[src/verilog/bfhrc_defs.svh]
// Constants for the bus fault, halt and reset control block
//
// Contract
// - A bus fault ends the current cycle; an early fault drops the strobe in S7.
// - Buses float while the fault input stays asserted; stacking starts after it drops.
// - Exception order: push PC and status, push error info, fetch vector, run handler.
// - The new program counter comes from the fault vector at byte address 000008.
// - Fault with stop request held: end cycle, float buses, wait for stop release.
// - After stop release repeat the faulted cycle with the same codes, controls and data.
// - A read-modify-write cycle is never repeated; fault plus stop gives an exception.
// - Stop request held active means no activity; held inactive means normal running.
// - Single step: stop released until a cycle starts, then one cycle per step.
// - A cycle finished under an active stop request leaves address and data floating.
// - Arbitration keeps working while stopped; it alone releases the control signals.
// - A second fault exception before the next instruction is a double fault; halt.
// - Repeated cycles never count toward a double fault; repeats are unlimited.
// - A fault during reset vector fetch or before the first instruction halts.
// - External reset loads the stack pointer from 000000, then the PC from 000004.
// - External reset sets the interrupt mask to seven and, apart from the stack pointer and PC vector loads, touches nothing else.
// - The reset instruction drives the reset line for 124 clocks; registers unaffected.
// - Stop with or before acknowledge halts after the cycle; fault gives fault ending.
// - Fault sampled every edge from S2; without acknowledge a fault first seen after S2 ends the cycle in S9.
`ifndef BFHRC_DEFS_SVH
`define BFHRC_DEFS_SVH

// ----------------------------------------------------------------
// Vector addresses
// ----------------------------------------------------------------
`define BFHRC_VEC_SSP        24'h000000
`define BFHRC_VEC_PC         24'h000004
`define BFHRC_VEC_FAULT      24'h000008
`define BFHRC_WORD_STEP      24'h000002
`define BFHRC_SP_STEP        32'h00000002

// ----------------------------------------------------------------
// Bus state numbers, one clock each
// ----------------------------------------------------------------
`define BFHRC_BST_STROBE     4'h2
`define BFHRC_BST_ACK        4'h4
`define BFHRC_BST_DATA       4'h6
`define BFHRC_BST_END_OK     4'h7
`define BFHRC_BST_END_FLT    4'h9

// ----------------------------------------------------------------
// Sequencer steps and codes
// ----------------------------------------------------------------
`define BFHRC_EXC_LAST_PUSH  3'h5
`define BFHRC_EXC_VEC_LO     3'h7
`define BFHRC_RST_LAST       3'h3
`define BFHRC_FC_SUP_DATA    3'h5
`define BFHRC_IPL_RESET      3'h7

// ----------------------------------------------------------------
// Reset timing in clock periods
// ----------------------------------------------------------------
`define BFHRC_RST_DRIVE_CLKS 7'h7C
`define BFHRC_EXT_RST_CLKS   4'hA

`endif

[src/verilog/bfhrc_pkg.sv]
// Types shared by the bus fault, halt and reset control block
package bfhrc_pkg;

   // Main controller states
   typedef enum logic [2:0] {
      ST_IDLE     = 3'h0,
      ST_CYC      = 3'h1,
      ST_FLT_WAIT = 3'h2,
      ST_RR_WAIT  = 3'h3,
      ST_DBL      = 3'h4,
      ST_RST_HOLD = 3'h5
   } bfhrc_state_e;

   // Internal cycle sequences
   typedef enum logic [1:0] {
      SQ_NONE = 2'h0,
      SQ_EXC  = 2'h1,
      SQ_RST  = 2'h2
   } bfhrc_seq_e;

   // Whole state of the main controller
   typedef struct packed {
      logic         fault_m;
      logic         fault_s;
      logic         ack_m;
      logic         ack_s;
      logic         stop_m;
      logic         stop_s;
      logic         rpin_m;
      logic         rpin_s;
      bfhrc_state_e st;
      logic [3:0]   bst;
      logic         flt_early;
      logic         flt_seen;
      logic         ack_seen;
      logic [23:0]  c_addr;
      logic [15:0]  c_wdata;
      logic [2:0]   c_fc;
      logic         c_wr;
      logic         c_rmw;
      logic         c_core;
      logic [23:0]  err_addr;
      logic [15:0]  err_stat;
      bfhrc_seq_e   seq;
      logic [2:0]   step;
      logic [31:0]  supervisor_stack_pointer;
      logic [31:0]  pc_new;
      logic [15:0]  rdata;
      logic         exc_open;
      logic         done;
      logic         abort;
      logic         vec_ld;
      logic         ipl7;
      logic         strobe;
      logic         addr_oe;
      logic         data_oe;
   } bfhrc_core_s;

   // Whole state of the reset line controller
   typedef struct packed {
      logic [6:0] cnt;
      logic       drive;
      logic [3:0] hcnt;
      logic       ext_hold;
   } bfhrc_rc_s;

endpackage

[src/verilog/bfhrc_rst_if.sv]
// Link between the main controller and the reset line controller
`timescale 1ns/1ps
`default_nettype none

interface bfhrc_rst_if;
   logic pin_s;     // Reset line seen low, synchronised
   logic stop_s;    // Stop request seen active, synchronised
   logic instr;     // Reset instruction pulse
   logic drive;     // We are driving the reset line
   logic ext_hold;  // External reset recognised and still held

   modport ctl (input pin_s, input stop_s, input instr, output drive, output ext_hold);
   modport top (output pin_s, output stop_s, output instr, input drive, input ext_hold);
endinterface

`default_nettype wire

[src/verilog/bfhrc_top.sv]
// Bus cycle termination, fault exception, halt and reset control
`timescale 1ns/1ps
`default_nettype none
`include "bfhrc_defs.svh"

module bfhrc_top
   import bfhrc_pkg::*;
(
   input  wire logic        clk_i,
   input  wire logic        rstn_i,
   // Bus pins
   input  wire logic        transfer_ack_n_i,
   input  wire logic        bus_fault_in_n_i,
   input  wire logic        stop_req_n_i,
   input  wire logic        reset_n_i,
   output logic             reset_n_o,
   output logic             reset_oe_o,
   input  wire logic [15:0] data_i,
   output logic [15:0]      data_o,
   output logic             data_oe_o,
   output logic [23:0]      addr_o,
   output logic             addr_oe_o,
   output logic [2:0]       fc_o,
   output logic             rw_n_o,
   output logic             cycle_strobe_n_o,
   output logic             ctrl_oe_o,
   // Arbitration unit
   input  wire logic        arb_release_i,
   // Core side
   input  wire logic        cyc_req_i,
   input  wire logic        cyc_write_i,
   input  wire logic        cyc_rmw_i,
   input  wire logic [23:0] cyc_addr_i,
   input  wire logic [15:0] cyc_wdata_i,
   input  wire logic [2:0]  cyc_fc_i,
   output logic             cyc_done_o,
   output logic             cyc_abort_o,
   output logic [15:0]      cyc_rdata_o,
   input  wire logic [31:0] pc_i,
   input  wire logic [15:0] sr_i,
   input  wire logic        instr_start_i,
   input  wire logic        reset_instr_i,
   output logic [31:0]      new_pc_o,
   output logic             new_pc_ld_o,
   output logic [31:0]      ssp_o,
   output logic             ipl_set_o,
   output logic [2:0]       ipl_val_o,
   output logic             dbl_halt_o,
   output logic             stopped_o
);

   bfhrc_core_s r;
   bfhrc_core_s n;
   bfhrc_rst_if rif ();

   // ----------------------------------------------------------------
   // Reset line controller
   // ----------------------------------------------------------------
   bfhrc_rst_ctl u_rst (
      .clk_i  (clk_i),
      .rstn_i (rstn_i),
      .p      (rif.ctl)
   );

   assign rif.pin_s  = r.rpin_s;
   assign rif.stop_s = r.stop_s;
   assign rif.instr  = reset_instr_i;

   // Ending state: a fault without acknowledge first seen after S2 runs to S9
   function automatic logic [3:0] end_of(input logic flt, input logic ack, input logic early);
      logic [3:0] e;
      e = (flt && !ack && !early) ? `BFHRC_BST_END_FLT : `BFHRC_BST_END_OK;
      return e;
   endfunction

   // ----------------------------------------------------------------
   // Next state
   // ----------------------------------------------------------------
   always_comb begin
      logic [3:0]  end_r;
      logic [3:0]  end_n;
      logic [31:0] sp_dec;
      end_r  = end_of(r.flt_seen, r.ack_seen, r.flt_early);
      end_n  = 4'h0;
      sp_dec = r.supervisor_stack_pointer - `BFHRC_SP_STEP;
      n = r;
      // Two flops on the fault, acknowledge, stop and reset pins before use
      n.fault_m = ~bus_fault_in_n_i;
      n.fault_s = r.fault_m;
      n.ack_m   = ~transfer_ack_n_i;
      n.ack_s   = r.ack_m;
      n.stop_m  = ~stop_req_n_i;
      n.stop_s  = r.stop_m;
      n.rpin_m  = ~reset_n_i;
      n.rpin_s  = r.rpin_m;
      n.done    = 1'b0;
      n.abort   = 1'b0;
      n.vec_ld  = 1'b0;
      n.ipl7    = 1'b0;
      // Instruction boundary closes the double fault window; a new fault wins
      if (instr_start_i && r.seq == SQ_NONE) begin
         n.exc_open = 1'b0;
      end
      if (rif.ext_hold) begin
         n.st      = ST_RST_HOLD;
         n.strobe  = 1'b0;
         n.addr_oe = 1'b0;
         n.data_oe = 1'b0;
      end else begin
         case (r.st)
            ST_RST_HOLD: begin
               // Reset released: fetch vectors, window open until first instruction
               n.seq      = SQ_RST;
               n.step     = 3'h0;
               n.exc_open = 1'b1;
               n.ipl7     = 1'b1;
               n.st       = ST_IDLE;
            end
            ST_IDLE: begin
               // No cycle starts while stop is seen; buses stay floating
               if (!r.stop_s && !arb_release_i && (r.seq != SQ_NONE || cyc_req_i)) begin
                  n.st        = ST_CYC;
                  n.bst       = 4'h0;
                  n.flt_seen  = 1'b0;
                  n.flt_early = 1'b0;
                  n.ack_seen  = 1'b0;
                  n.addr_oe   = 1'b1;
                  n.c_fc      = `BFHRC_FC_SUP_DATA;
                  n.c_rmw     = 1'b0;
                  n.c_core    = 1'b0;
                  n.c_wdata   = 16'h0000;
                  if (r.seq == SQ_EXC && r.step <= `BFHRC_EXC_LAST_PUSH) begin
                     // Push PC, status, then error information
                     n.c_wr   = 1'b1;
                     n.supervisor_stack_pointer    = sp_dec;
                     n.c_addr = sp_dec[23:0];
                     case (r.step)
                        3'h0:    n.c_wdata = pc_i[15:0];
                        3'h1:    n.c_wdata = pc_i[31:16];
                        3'h2:    n.c_wdata = sr_i;
                        3'h3:    n.c_wdata = r.err_addr[15:0];
                        3'h4:    n.c_wdata = {8'h00, r.err_addr[23:16]};
                        default: n.c_wdata = r.err_stat;
                     endcase
                  end else if (r.seq == SQ_EXC) begin
                     // Fault vector, high word first
                     n.c_wr   = 1'b0;
                     n.c_addr = `BFHRC_VEC_FAULT + {22'h000000, r.step[0], 1'b0};
                  end else if (r.seq == SQ_RST) begin
                     n.c_wr   = 1'b0;
                     n.c_addr = (r.step[1] ? `BFHRC_VEC_PC : `BFHRC_VEC_SSP)
                                + {22'h000000, r.step[0], 1'b0};
                  end else begin
                     n.c_wr    = cyc_write_i;
                     n.c_addr  = cyc_addr_i;
                     n.c_wdata = cyc_wdata_i;
                     n.c_fc    = cyc_fc_i;
                     n.c_rmw   = cyc_rmw_i;
                     n.c_core  = 1'b1;
                  end
                  n.data_oe = n.c_wr;
               end
            end
            ST_CYC: begin
               if (r.bst == end_r) begin
                  n.strobe  = 1'b0;
                  n.addr_oe = 1'b0;
                  n.data_oe = 1'b0;
                  if (r.flt_seen && r.stop_s && !r.c_rmw) begin
                     // Re-run: keep the latched cycle, no exception counted
                     n.st = ST_RR_WAIT;
                  end else if (r.flt_seen) begin
                     n.abort = r.c_core;
                     if (r.exc_open) begin
                        n.st  = ST_DBL;
                        n.seq = SQ_NONE;
                     end else begin
                        n.exc_open = 1'b1;
                        n.err_addr = r.c_addr;
                        n.err_stat = {11'h000, r.c_rmw, ~r.c_wr, r.c_fc};
                        n.seq      = SQ_EXC;
                        n.step     = 3'h0;
                        n.st       = ST_FLT_WAIT;
                     end
                  end else begin
                     // Normal ending; halt follows in idle if stop is seen
                     n.st = ST_IDLE;
                     if (r.seq == SQ_RST) begin
                        if (r.step[1]) begin
                           n.pc_new = r.step[0] ? {r.pc_new[31:16], r.rdata} : {r.rdata, r.pc_new[15:0]};
                        end else begin
                           n.supervisor_stack_pointer = r.step[0] ? {r.supervisor_stack_pointer[31:16], r.rdata} : {r.rdata, r.supervisor_stack_pointer[15:0]};
                        end
                        n.step = r.step + 3'h1;
                        if (r.step == `BFHRC_RST_LAST) begin
                           n.seq    = SQ_NONE;
                           n.vec_ld = 1'b1;
                        end
                     end else if (r.seq == SQ_EXC) begin
                        if (r.step > `BFHRC_EXC_LAST_PUSH) begin
                           n.pc_new = r.step[0] ? {r.pc_new[31:16], r.rdata} : {r.rdata, r.pc_new[15:0]};
                        end
                        n.step = r.step + 3'h1;
                        if (r.step == `BFHRC_EXC_VEC_LO) begin
                           n.seq    = SQ_NONE;
                           n.vec_ld = 1'b1;
                        end
                     end else begin
                        n.done = 1'b1;
                     end
                  end
               end else begin
                  // Fault sampled from S2 on; early fault keeps the S7 ending
                  if (r.bst >= `BFHRC_BST_STROBE && r.fault_s) begin
                     n.flt_seen = 1'b1;
                     if (r.bst == `BFHRC_BST_STROBE) begin
                        n.flt_early = 1'b1;
                     end
                  end
                  if (r.bst == `BFHRC_BST_ACK && r.ack_s) begin
                     n.ack_seen = 1'b1;
                  end
                  if (r.bst == `BFHRC_BST_DATA && !r.c_wr) begin
                     n.rdata = data_i;
                  end
                  // Wait states in S4 until acknowledge or fault
                  if (r.bst == `BFHRC_BST_ACK && !n.ack_seen && !n.flt_seen) begin
                     n.bst = r.bst;
                  end else begin
                     n.bst = r.bst + 4'h1;
                  end
                  end_n    = end_of(n.flt_seen, n.ack_seen, n.flt_early);
                  n.strobe = (n.bst >= `BFHRC_BST_STROBE) && (n.bst < end_n);
               end
            end
            ST_FLT_WAIT: begin
               // Buses float until the fault input is negated
               if (!r.fault_s) begin
                  n.st = ST_IDLE;
               end
            end
            ST_RR_WAIT: begin
               // Same address, codes, controls and write data again
               if (!r.stop_s && !arb_release_i) begin
                  n.st        = ST_CYC;
                  n.bst       = 4'h0;
                  n.flt_seen  = 1'b0;
                  n.flt_early = 1'b0;
                  n.ack_seen  = 1'b0;
                  n.addr_oe   = 1'b1;
                  n.data_oe   = r.c_wr;
               end
            end
            ST_DBL: begin
               // Only an external reset leaves this state
               n.st = ST_DBL;
            end
            default: begin
               n.st = ST_IDLE;
            end
         endcase
      end
   end

   // ----------------------------------------------------------------
   // State register; reset leads into the vector fetch
   // ----------------------------------------------------------------
   always_ff @(posedge clk_i) begin
      if (!rstn_i) begin
         r    <= '0;
         r.st <= ST_RST_HOLD;
      end else begin
         r <= n;
      end
   end

   // ----------------------------------------------------------------
   // Outputs
   // ----------------------------------------------------------------
   // Arbitration alone takes the control signals off the bus
   assign ctrl_oe_o        = ~arb_release_i;
   assign addr_oe_o        = r.addr_oe & ~arb_release_i;
   assign data_oe_o        = r.data_oe & ~arb_release_i;
   assign addr_o           = r.c_addr;
   assign data_o           = r.c_wdata;
   assign fc_o             = r.c_fc;
   assign rw_n_o           = ~r.c_wr;
   assign cycle_strobe_n_o = ~r.strobe;
   assign reset_n_o        = 1'b0;                 // Line is only ever pulled low
   assign reset_oe_o       = rif.drive;
   assign cyc_done_o       = r.done;
   assign cyc_abort_o      = r.abort;
   assign cyc_rdata_o      = r.rdata;
   assign new_pc_o         = r.pc_new;
   assign new_pc_ld_o      = r.vec_ld;
   assign ssp_o            = r.supervisor_stack_pointer;
   assign ipl_set_o        = r.ipl7;
   assign ipl_val_o        = `BFHRC_IPL_RESET;
   assign dbl_halt_o       = (r.st == ST_DBL);
   assign stopped_o        = r.stop_s & (r.st == ST_IDLE || r.st == ST_RR_WAIT);

endmodule

`default_nettype wire

[src/verilog/bfhrc_rst_ctl.sv]
// Reset line controller: reset instruction pulse and external reset detection
`timescale 1ns/1ps
`default_nettype none

module bfhrc_rst_ctl
   import bfhrc_pkg::*;
(
   input  wire logic   clk_i,
   input  wire logic   rstn_i,
   bfhrc_rst_if.ctl    p
);

   bfhrc_rc_s r;
   bfhrc_rc_s n;

   // ----------------------------------------------------------------
   // Next state
   // ----------------------------------------------------------------
   always_comb begin
      n = r;
      // Drive the line a fixed count; core registers are not touched here
      if (p.instr && !r.drive && !r.ext_hold) begin
         n.drive = 1'b1;
         n.cnt   = `BFHRC_RST_DRIVE_CLKS;
      end else if (r.drive) begin
         if (r.cnt == 7'h01) begin
            n.drive = 1'b0;
         end
         n.cnt = r.cnt - 7'h01;
      end
      // Our own drive is ignored so a reset instruction never resets us
      if (!r.drive && p.pin_s && p.stop_s) begin
         if (r.hcnt == `BFHRC_EXT_RST_CLKS - 4'h1) begin
            n.ext_hold = 1'b1;
         end else begin
            n.hcnt = r.hcnt + 4'h1;
         end
      end else begin
         n.hcnt     = 4'h0;
         n.ext_hold = 1'b0;
      end
   end

   // ----------------------------------------------------------------
   // State register
   // ----------------------------------------------------------------
   always_ff @(posedge clk_i) begin
      if (!rstn_i) begin
         r <= '0;
      end else begin
         r <= n;
      end
   end

   assign p.drive    = r.drive;
   assign p.ext_hold = r.ext_hold;

endmodule

`default_nettype wire

[config.mk]
export PLATFORM = sky130hd
export DESIGN_NAME = bfhrc_top
export DESIGN_NICKNAME = d
export VERILOG_FILES = /design/src/verilog/bfhrc_pkg.sv /design/src/verilog/bfhrc_rst_if.sv /design/src/verilog/bfhrc_top.sv /design/src/verilog/bfhrc_rst_ctl.sv
export VERILOG_INCLUDE_DIRS = /design/src /design/src/verilog
export SDC_FILE = /design/constraint.sdc
export NUM_CORES = 1
export LEC_CHECK = 0
export BUFFER_PORTS_ARGS = -buffer_cell sky130_fd_sc_hd__buf_2
export CAP_MARGIN = 20
export CORE_MARGIN = 1.5
export CORE_UTILIZATION = 59
export CTS_CLUSTER_SIZE = 16
export DETAILED_ROUTE_END_ITERATION = 10
export PLACE_DENSITY_LB_ADDON = 0.08
export SETUP_SLACK_MARGIN = 0.4
export SKIP_CTS_REPAIR_TIMING = 1
export SLEW_MARGIN = 20
export SYNTH_ARGS = -nofsm -noshare
export SYNTH_HDL_FRONTEND = slang
export SYNTH_SLANG_ARGS = --single-unit
[constraint.sdc]
create_clock -name clk_i -period 5.7 [get_ports clk_i]
set_input_delay 1.14 -clock clk_i [delete_from_list [all_inputs] [get_ports clk_i]]
set_output_delay 1.14 -clock clk_i [all_outputs]
set_load 0.01 [all_outputs]
Word-level counts from Yosys, hierarchy flattened
Index checks and enable logic that the tools add are counted.
{"block": "word_totals", "ff_bits": 199, "latchBits": 0, "ramBits": 0, "rom_bits": 0, "input_bits": 119, "out_inout_bits": 139, "wordCells": 253, "mem_count": 0}
{"block": "op_classes", "n_addsub": 7, "n_mul": 0, "n_div": 0, "magnitude_cmp": 5, "n_eq_ne": 35, "shifts": 0, "muxes": 89, "bitwise_logic": 17, "reduce_logical": 60}
{"operator": "$mux 32", "count": 10}
{"operator": "$mux 109", "count": 2}
{"operator": "$mux 40", "count": 3}
{"operator": "$pmux 16 s5", "count": 1}
{"operator": "$mux 64", "count": 1}
{"operator": "$pmux 32 s2", "count": 1}
{"operator": "$mux 56", "count": 1}
{"operator": "$mux 24", "count": 2}
{"operator": "$mux 19", "count": 2}
{"operator": "$mux 4", "count": 8}
{"operator": "$sub 32x2->32 const B", "count": 1}
{"operator": "$mux 3", "count": 9}
{"operator": "$ne 2x2->1 const B", "count": 13}
{"operator": "$mux 1", "count": 24}
{"operator": "$mux 2", "count": 12}
{"operator": "$pmux 7 s3", "count": 1}
{"operator": "$logic_and 1x1->1", "count": 20}
{"operator": "$mux 5", "count": 4}
{"operator": "$reduce_and 10->1", "count": 2}
{"operator": "$mux 8", "count": 2}
{"operator": "$pmux 3 s5", "count": 1}
{"operator": "$not 1->1", "count": 14}
{"operator": "$eq 3x2->1 const B", "count": 4}
{"operator": "$eq 3x3->1 const B", "count": 4}
{"operator": "41 further kinds", "count": 71}

Logic depth before layout (Yosys ltp)
{"block": "logic_depth", "word_depth": 18, "depth_mapped": 10, "depth_no_buf": 7}

Modules after synthesis
From an unflattened synthesis, not the netlist that was laid out.
{"block": "unflattened", "cells_unflattened": 1299, "area_unflattened_um2": 10870.4}
{"mod": "bfhrc_top", "n_inst": 1, "cells_per_inst": 1230, "area_per_inst_um2": 10198.5}
{"mod": "bfhrc_rst_ctl", "n_inst": 1, "cells_per_inst": 69, "area_per_inst_um2": 671.9}

Worst setup path after synthesis
No wires, ideal clock.
{"block": "synth_timing", "kind": "in2reg", "from": "in arb_release_i", "to": "reg r (netlist bit ssp_o[15])", "setup_time_ns": 0.135, "arrival_time_ns": 2.550, "required_time_ns": 5.565, "slack_ns": 3.014, "stages": 6, "path_buffers": 2, "cell_sequence": "nor4_2 > a2bb2oi_1 > and2_1 > clkbuf_1 > buf_2 > a211oi_1"}
{"block": "synth_between", "elab_chain_len": 5}
{"item": "start, declared", "line": "bfhrc_top.sv:28", "text": "input wire logic arb_release_i,"}
{"item": "$logic_not 1->1", "line": "bfhrc_top.sv:121", "text": "if (!r.stop_s && !arb_release_i && (r.seq != SQ_NONE || cyc_req_i)) begin"}
{"item": "$logic_and 1x1->1 (2 in a row)", "line": "bfhrc_top.sv:121"}
{"item": "$ne 2x2->1 (no source line)"}
{"item": "$reduce_and 10->1 (no source line)"}
{"item": "end signal, assigned", "line": "bfhrc_top.sv:273", "text": "r <= n;"}
{"item": "end, declared", "line": "bfhrc_top.sv:52", "text": "bfhrc_core_s r;"}
Every way passes these cells.
A chain may end at the register's enable or synchronous reset.

Worst setup path after layout
{"block": "layout_timing", "from": "reg r[90] (netlist bit)", "to": "reg r (netlist bit data_o[9])"}
{"block": "layout_between", "elab_chain_len": 3, "elab_cells_between_ends": 9, "classes_between": "order compare (1); eq/ne (4); mux (2); reduce/logical (2)"}
{"item": "$eq 3x3->1, or another cell as far along", "line": "bfhrc_top.sv:137", "text": "case (r.step)"}
{"item": "$pmux 16 s5 / $logic_and 1x1->1 (equally long branches)"}
{"item": "$mux 40 *", "line": "bfhrc_top.sv:132", "text": "if (r.seq == SQ_EXC && r.step <= `BFHRC_EXC_LAST_PUSH) begin"}
Every way passes the cells marked *; elsewhere a longest branch is shown, timed or not.

==> summary.txt <==
STA
  • Final setup margin: 2.559 ns
  • Fin crit share: 55.10%
  • Max-slew headroom: 28.33%
  • Hold_ws: 0.4359 ns
  • Final slew viol count: 0
  • Fin Clk Skew: 0.01164 ns
  • Tmin final: 3.141 ns
  • Fmax: 318.4 MHz
  • Final setup violating endpoints: 0
  • Fin. Hold Viols: 0
  • Tightest Pin Transition: 1.066 ns
  • RSZ-0062 raised after global routing: no
  • Setup TNS: 0 ns

Placed design
  • Port Buffers: 253
  • DP HPWL: 21360 um
  • Gpl congestion: 0.8945
  • Pre-CTS WS: 2.353 ns
  • Post-Place Cells: 1563
  • Dpl cell area: 0.01111 mm^2

Worst setup path
  • Highest net fanout along the worst path: 18
  • Register-to-register path setup slack: 2.56 ns
  • Crit path DAT: 3.44 ns
  • Critical Setup Path Class: reg -> reg
  • RR Endpoint: data_o[9]$_SDFFE_PN0P_
  • Worst Path Required: 6.00 ns
  • Worst setup SP type: flop
  • Reg2Reg Depth: 7
  • CP endpoint kind: flop
  • Reg2reg start: r[90]$_SDFFE_PN0P_

Drt
  • Via count: 9730
  • DRT Pass-1 Iters: 6
  • Post-DRT Antenna Nets: 0
  • WL final: 31010 um
  • DR vias/cell: 6.096
  • DR iter-0 viols: 758
  • DRC Markers: 0
  • Wirelength per Cell: 19.43 um

Clock network
  • Clk buf depth: 2
  • CTS tree: done
  • Total CTS buffers: 17
  • Htree depth: 4
  • Clock latency on the worst-skew pair: 0.45 ns
  • TritonCTS Sinks: 199
  • CTS root buffer: clkbuf_16
  • Clk slew on worst S/H paths: 0.07 ns

Power and ir drop
  • Int Power: 2217 uW
  • Peak supply drop: 214.9 uV
  • Sequential Power Share: 47.3%
  • Switch share: 28.39%
  • Power share of the combinational group: 13.5%
  • PwrDens: 264.4 mW/mm^2
  • Leakage: 0.005109 uW
  • Clk pwr share: 39.1%
  • Switching pwr: 879.0 uW

Min path
  • Hold path depth: 1
  • Hold path start: n[189]$_SDFF_PN0_
  • Worst Hold Path EP: rif.pin_s$_SDFF_PN0_
  • Hold/Removal Path Class: reg -> reg

Synthesis
  • Synthesized area per cell: 8.410 um^2
  • Seq/Total Area, Yosys: 36.86%
  • Post-Syn Area: 0.01081 mm^2
  • Mapped Cells: 1285
  • YS warnings: 0
  • Top flip-flop cell by instance count after synthesis: dfxtp_1
  • Yosys reg bits: 199
  • Number of synthesized flops with an enable pin: 0
  • Post-synthesis async set-or-reset flop share: 0%
  • Netlist cell types: 83

Global route
  • Initial antenna violation count: 0
  • Total track usage: 31.31%
  • First-pass GRT wire length: 48470 um
  • Vias in the first global route: 8762
  • Largest net degree at the start of global routing: 83
  • Congestion Overflow GR: 0

Cells and area
  • Cell area after layout: 0.01171 mm^2
  • # diodes: 0
  • Proportion of layout cells with a drive suffix above 1: 24.80%
  • Final std cells w/o fill: 1596
  • Fin nets: 1491
  • Area growth syn-to-layout: 8.348%
  • # fillers: 1615

Flow run
  • Max-cap violations: 0

Floorplanning
  • Rows: 49
  • Initial core utilization: 60.16%
  • Die area: 0.01914 mm^2
  • Die span in y: 138.3 um
  • Number of top-level pins: 258
  • Die W: 138.3 um
  • Core area: 0.01796 mm^2

Run status
  • Status: completed
Yosys cell counts (5+ instances only):
master	count	area (um^2)
clkbuf_1	64	240.2
xor2_1	15	131.4
or4_1	7	52.55
nor2_1	130	488.0
nor2b_1	11	68.82
nor4_1	18	112.6
nor3_1	37	185.2
nand3_1	14	70.07
o211ai_1	5	37.54
a221o_1	10	100.1
mux2i_1	55	550.5
a32oi_1	6	52.55
a21oi_1	91	455.4
or3_1	7	43.79
a31o_2	6	52.55
nand2b_1	8	50.05
buf_2	18	90.09
nand2_1	119	446.7
a221oi_1	19	166.4
dfxtp_1	199	3984
a31oi_1	17	106.4
a22oi_1	32	240.2
o21ai_1	5	25.02
or2_2	6	37.54
inv_1	24	90.09
and2_1	6	37.54
o31ai_1	16	120.1
o21ai_0	39	195.2
and3_1	7	43.79
a211oi_1	30	225.2
buf_4	131	983.4
a22o_1	7	61.31
xnor2_1	7	61.31
nand4_1	7	43.79
ha_1	18	225.2
power by group through the flow:
stage	clock [uW]	combinational (uW)	sequential, uW
2_1_floorplan	0	314	1480
3_3_place_gp	0	408	1500
3_5_place_dp	0	410	1500
4_1_cts	1220	414	1460
5_1_grt	1270	455	1470
6_report	1210	419	1460
stage by stage:
| step | utilization, % | power, uW |
|---|---|---|
| floorplan | - | 1794 |
| global placement | 61.85 | 1903 |
| detailed placement | 61.85 | 1906 |
| CTS | 65.10 | 3096 |
| global route | 65.18 | 3196 |
| finish | 65.18 | 3096 |
logic make-up after synthesis:
group	Yosys count	share of synthesized area, %
simple gates	407	18.80
compound gates	333	21.33
buf+inv	245	13.56
flops	199	36.86
mux	59	5.511
xor+xnor	22	1.783
fa+ha+maj	18	2.084
other cells	2	0.06949
worst max path at each step:
stage	startpoint	to	slack, ns	cells past startpoint
global route	r[90]$_SDFFE_PN0P_	data_o[5]$_SDFFE_PN0P_	2.26	7
detailed placement	arb_release_i	r[134]$_SDFFE_PN0P_	2.35	6
finish	r[90]$_SDFFE_PN0P_	data_o[9]$_SDFFE_PN0P_	2.56	7
floorplan	arb_release_i	ssp_o[15]$_SDFFE_PN0P_	3.01	6
CTS	r[186]$_SDFFE_PP1P_	flop	2.48	6
global placement	arb_release_i	r[134]$_SDFFE_PN0P_	2.40	6
cells in the final DEF, fill, tap and decap left out, drive strengths merged, types with 16 or more instances in the layout:
master and n:
buf 267, dfxtp 199, nor2 131, nand2 119, a21oi 91, mux2i 55, o21ai 45, nor3 38
a22oi 32, a211oi 32, inv 29, nor4 24, clkbuf 20, a221oi 19, ha 18, a31oi 17
o31ai 16, nand3 16
final cells by class:
cell class | instances | area [um^2] | area share, %
multi-input cells | 843 | 5374 | 45.90
flip-flops and latches | 199 | 3984 | 34.02
repair buffers | 268 | 1385 | 11.83
clock buffers | 19 | 442.9 | 3.783
well taps | 229 | 286.5 | 2.447
clock inverters | 13 | 140.1 | 1.197
inverters | 25 | 96.34 | 0.8228
worst max-delay path, cell delays in order (launching register included):
cell and delay, ns:
dfxtp_1 0.64, inv_1 0.25, ha_1 0.50, or2_2 0.39
o221ai_1 0.82, a21oi_1 0.09, a211oi_1 0.23, nor3_1 0.07
metal layers:
metal	GRT usage (%)	vias up	share of wire (%)
li1	-	4629	-
met5	0	-	0
met3	6.131	53	7.9
met2	49.67	460	46
met4	9.917	0	2.4
met1	43.03	4588	43
Power figures use the tool's default switching activity.
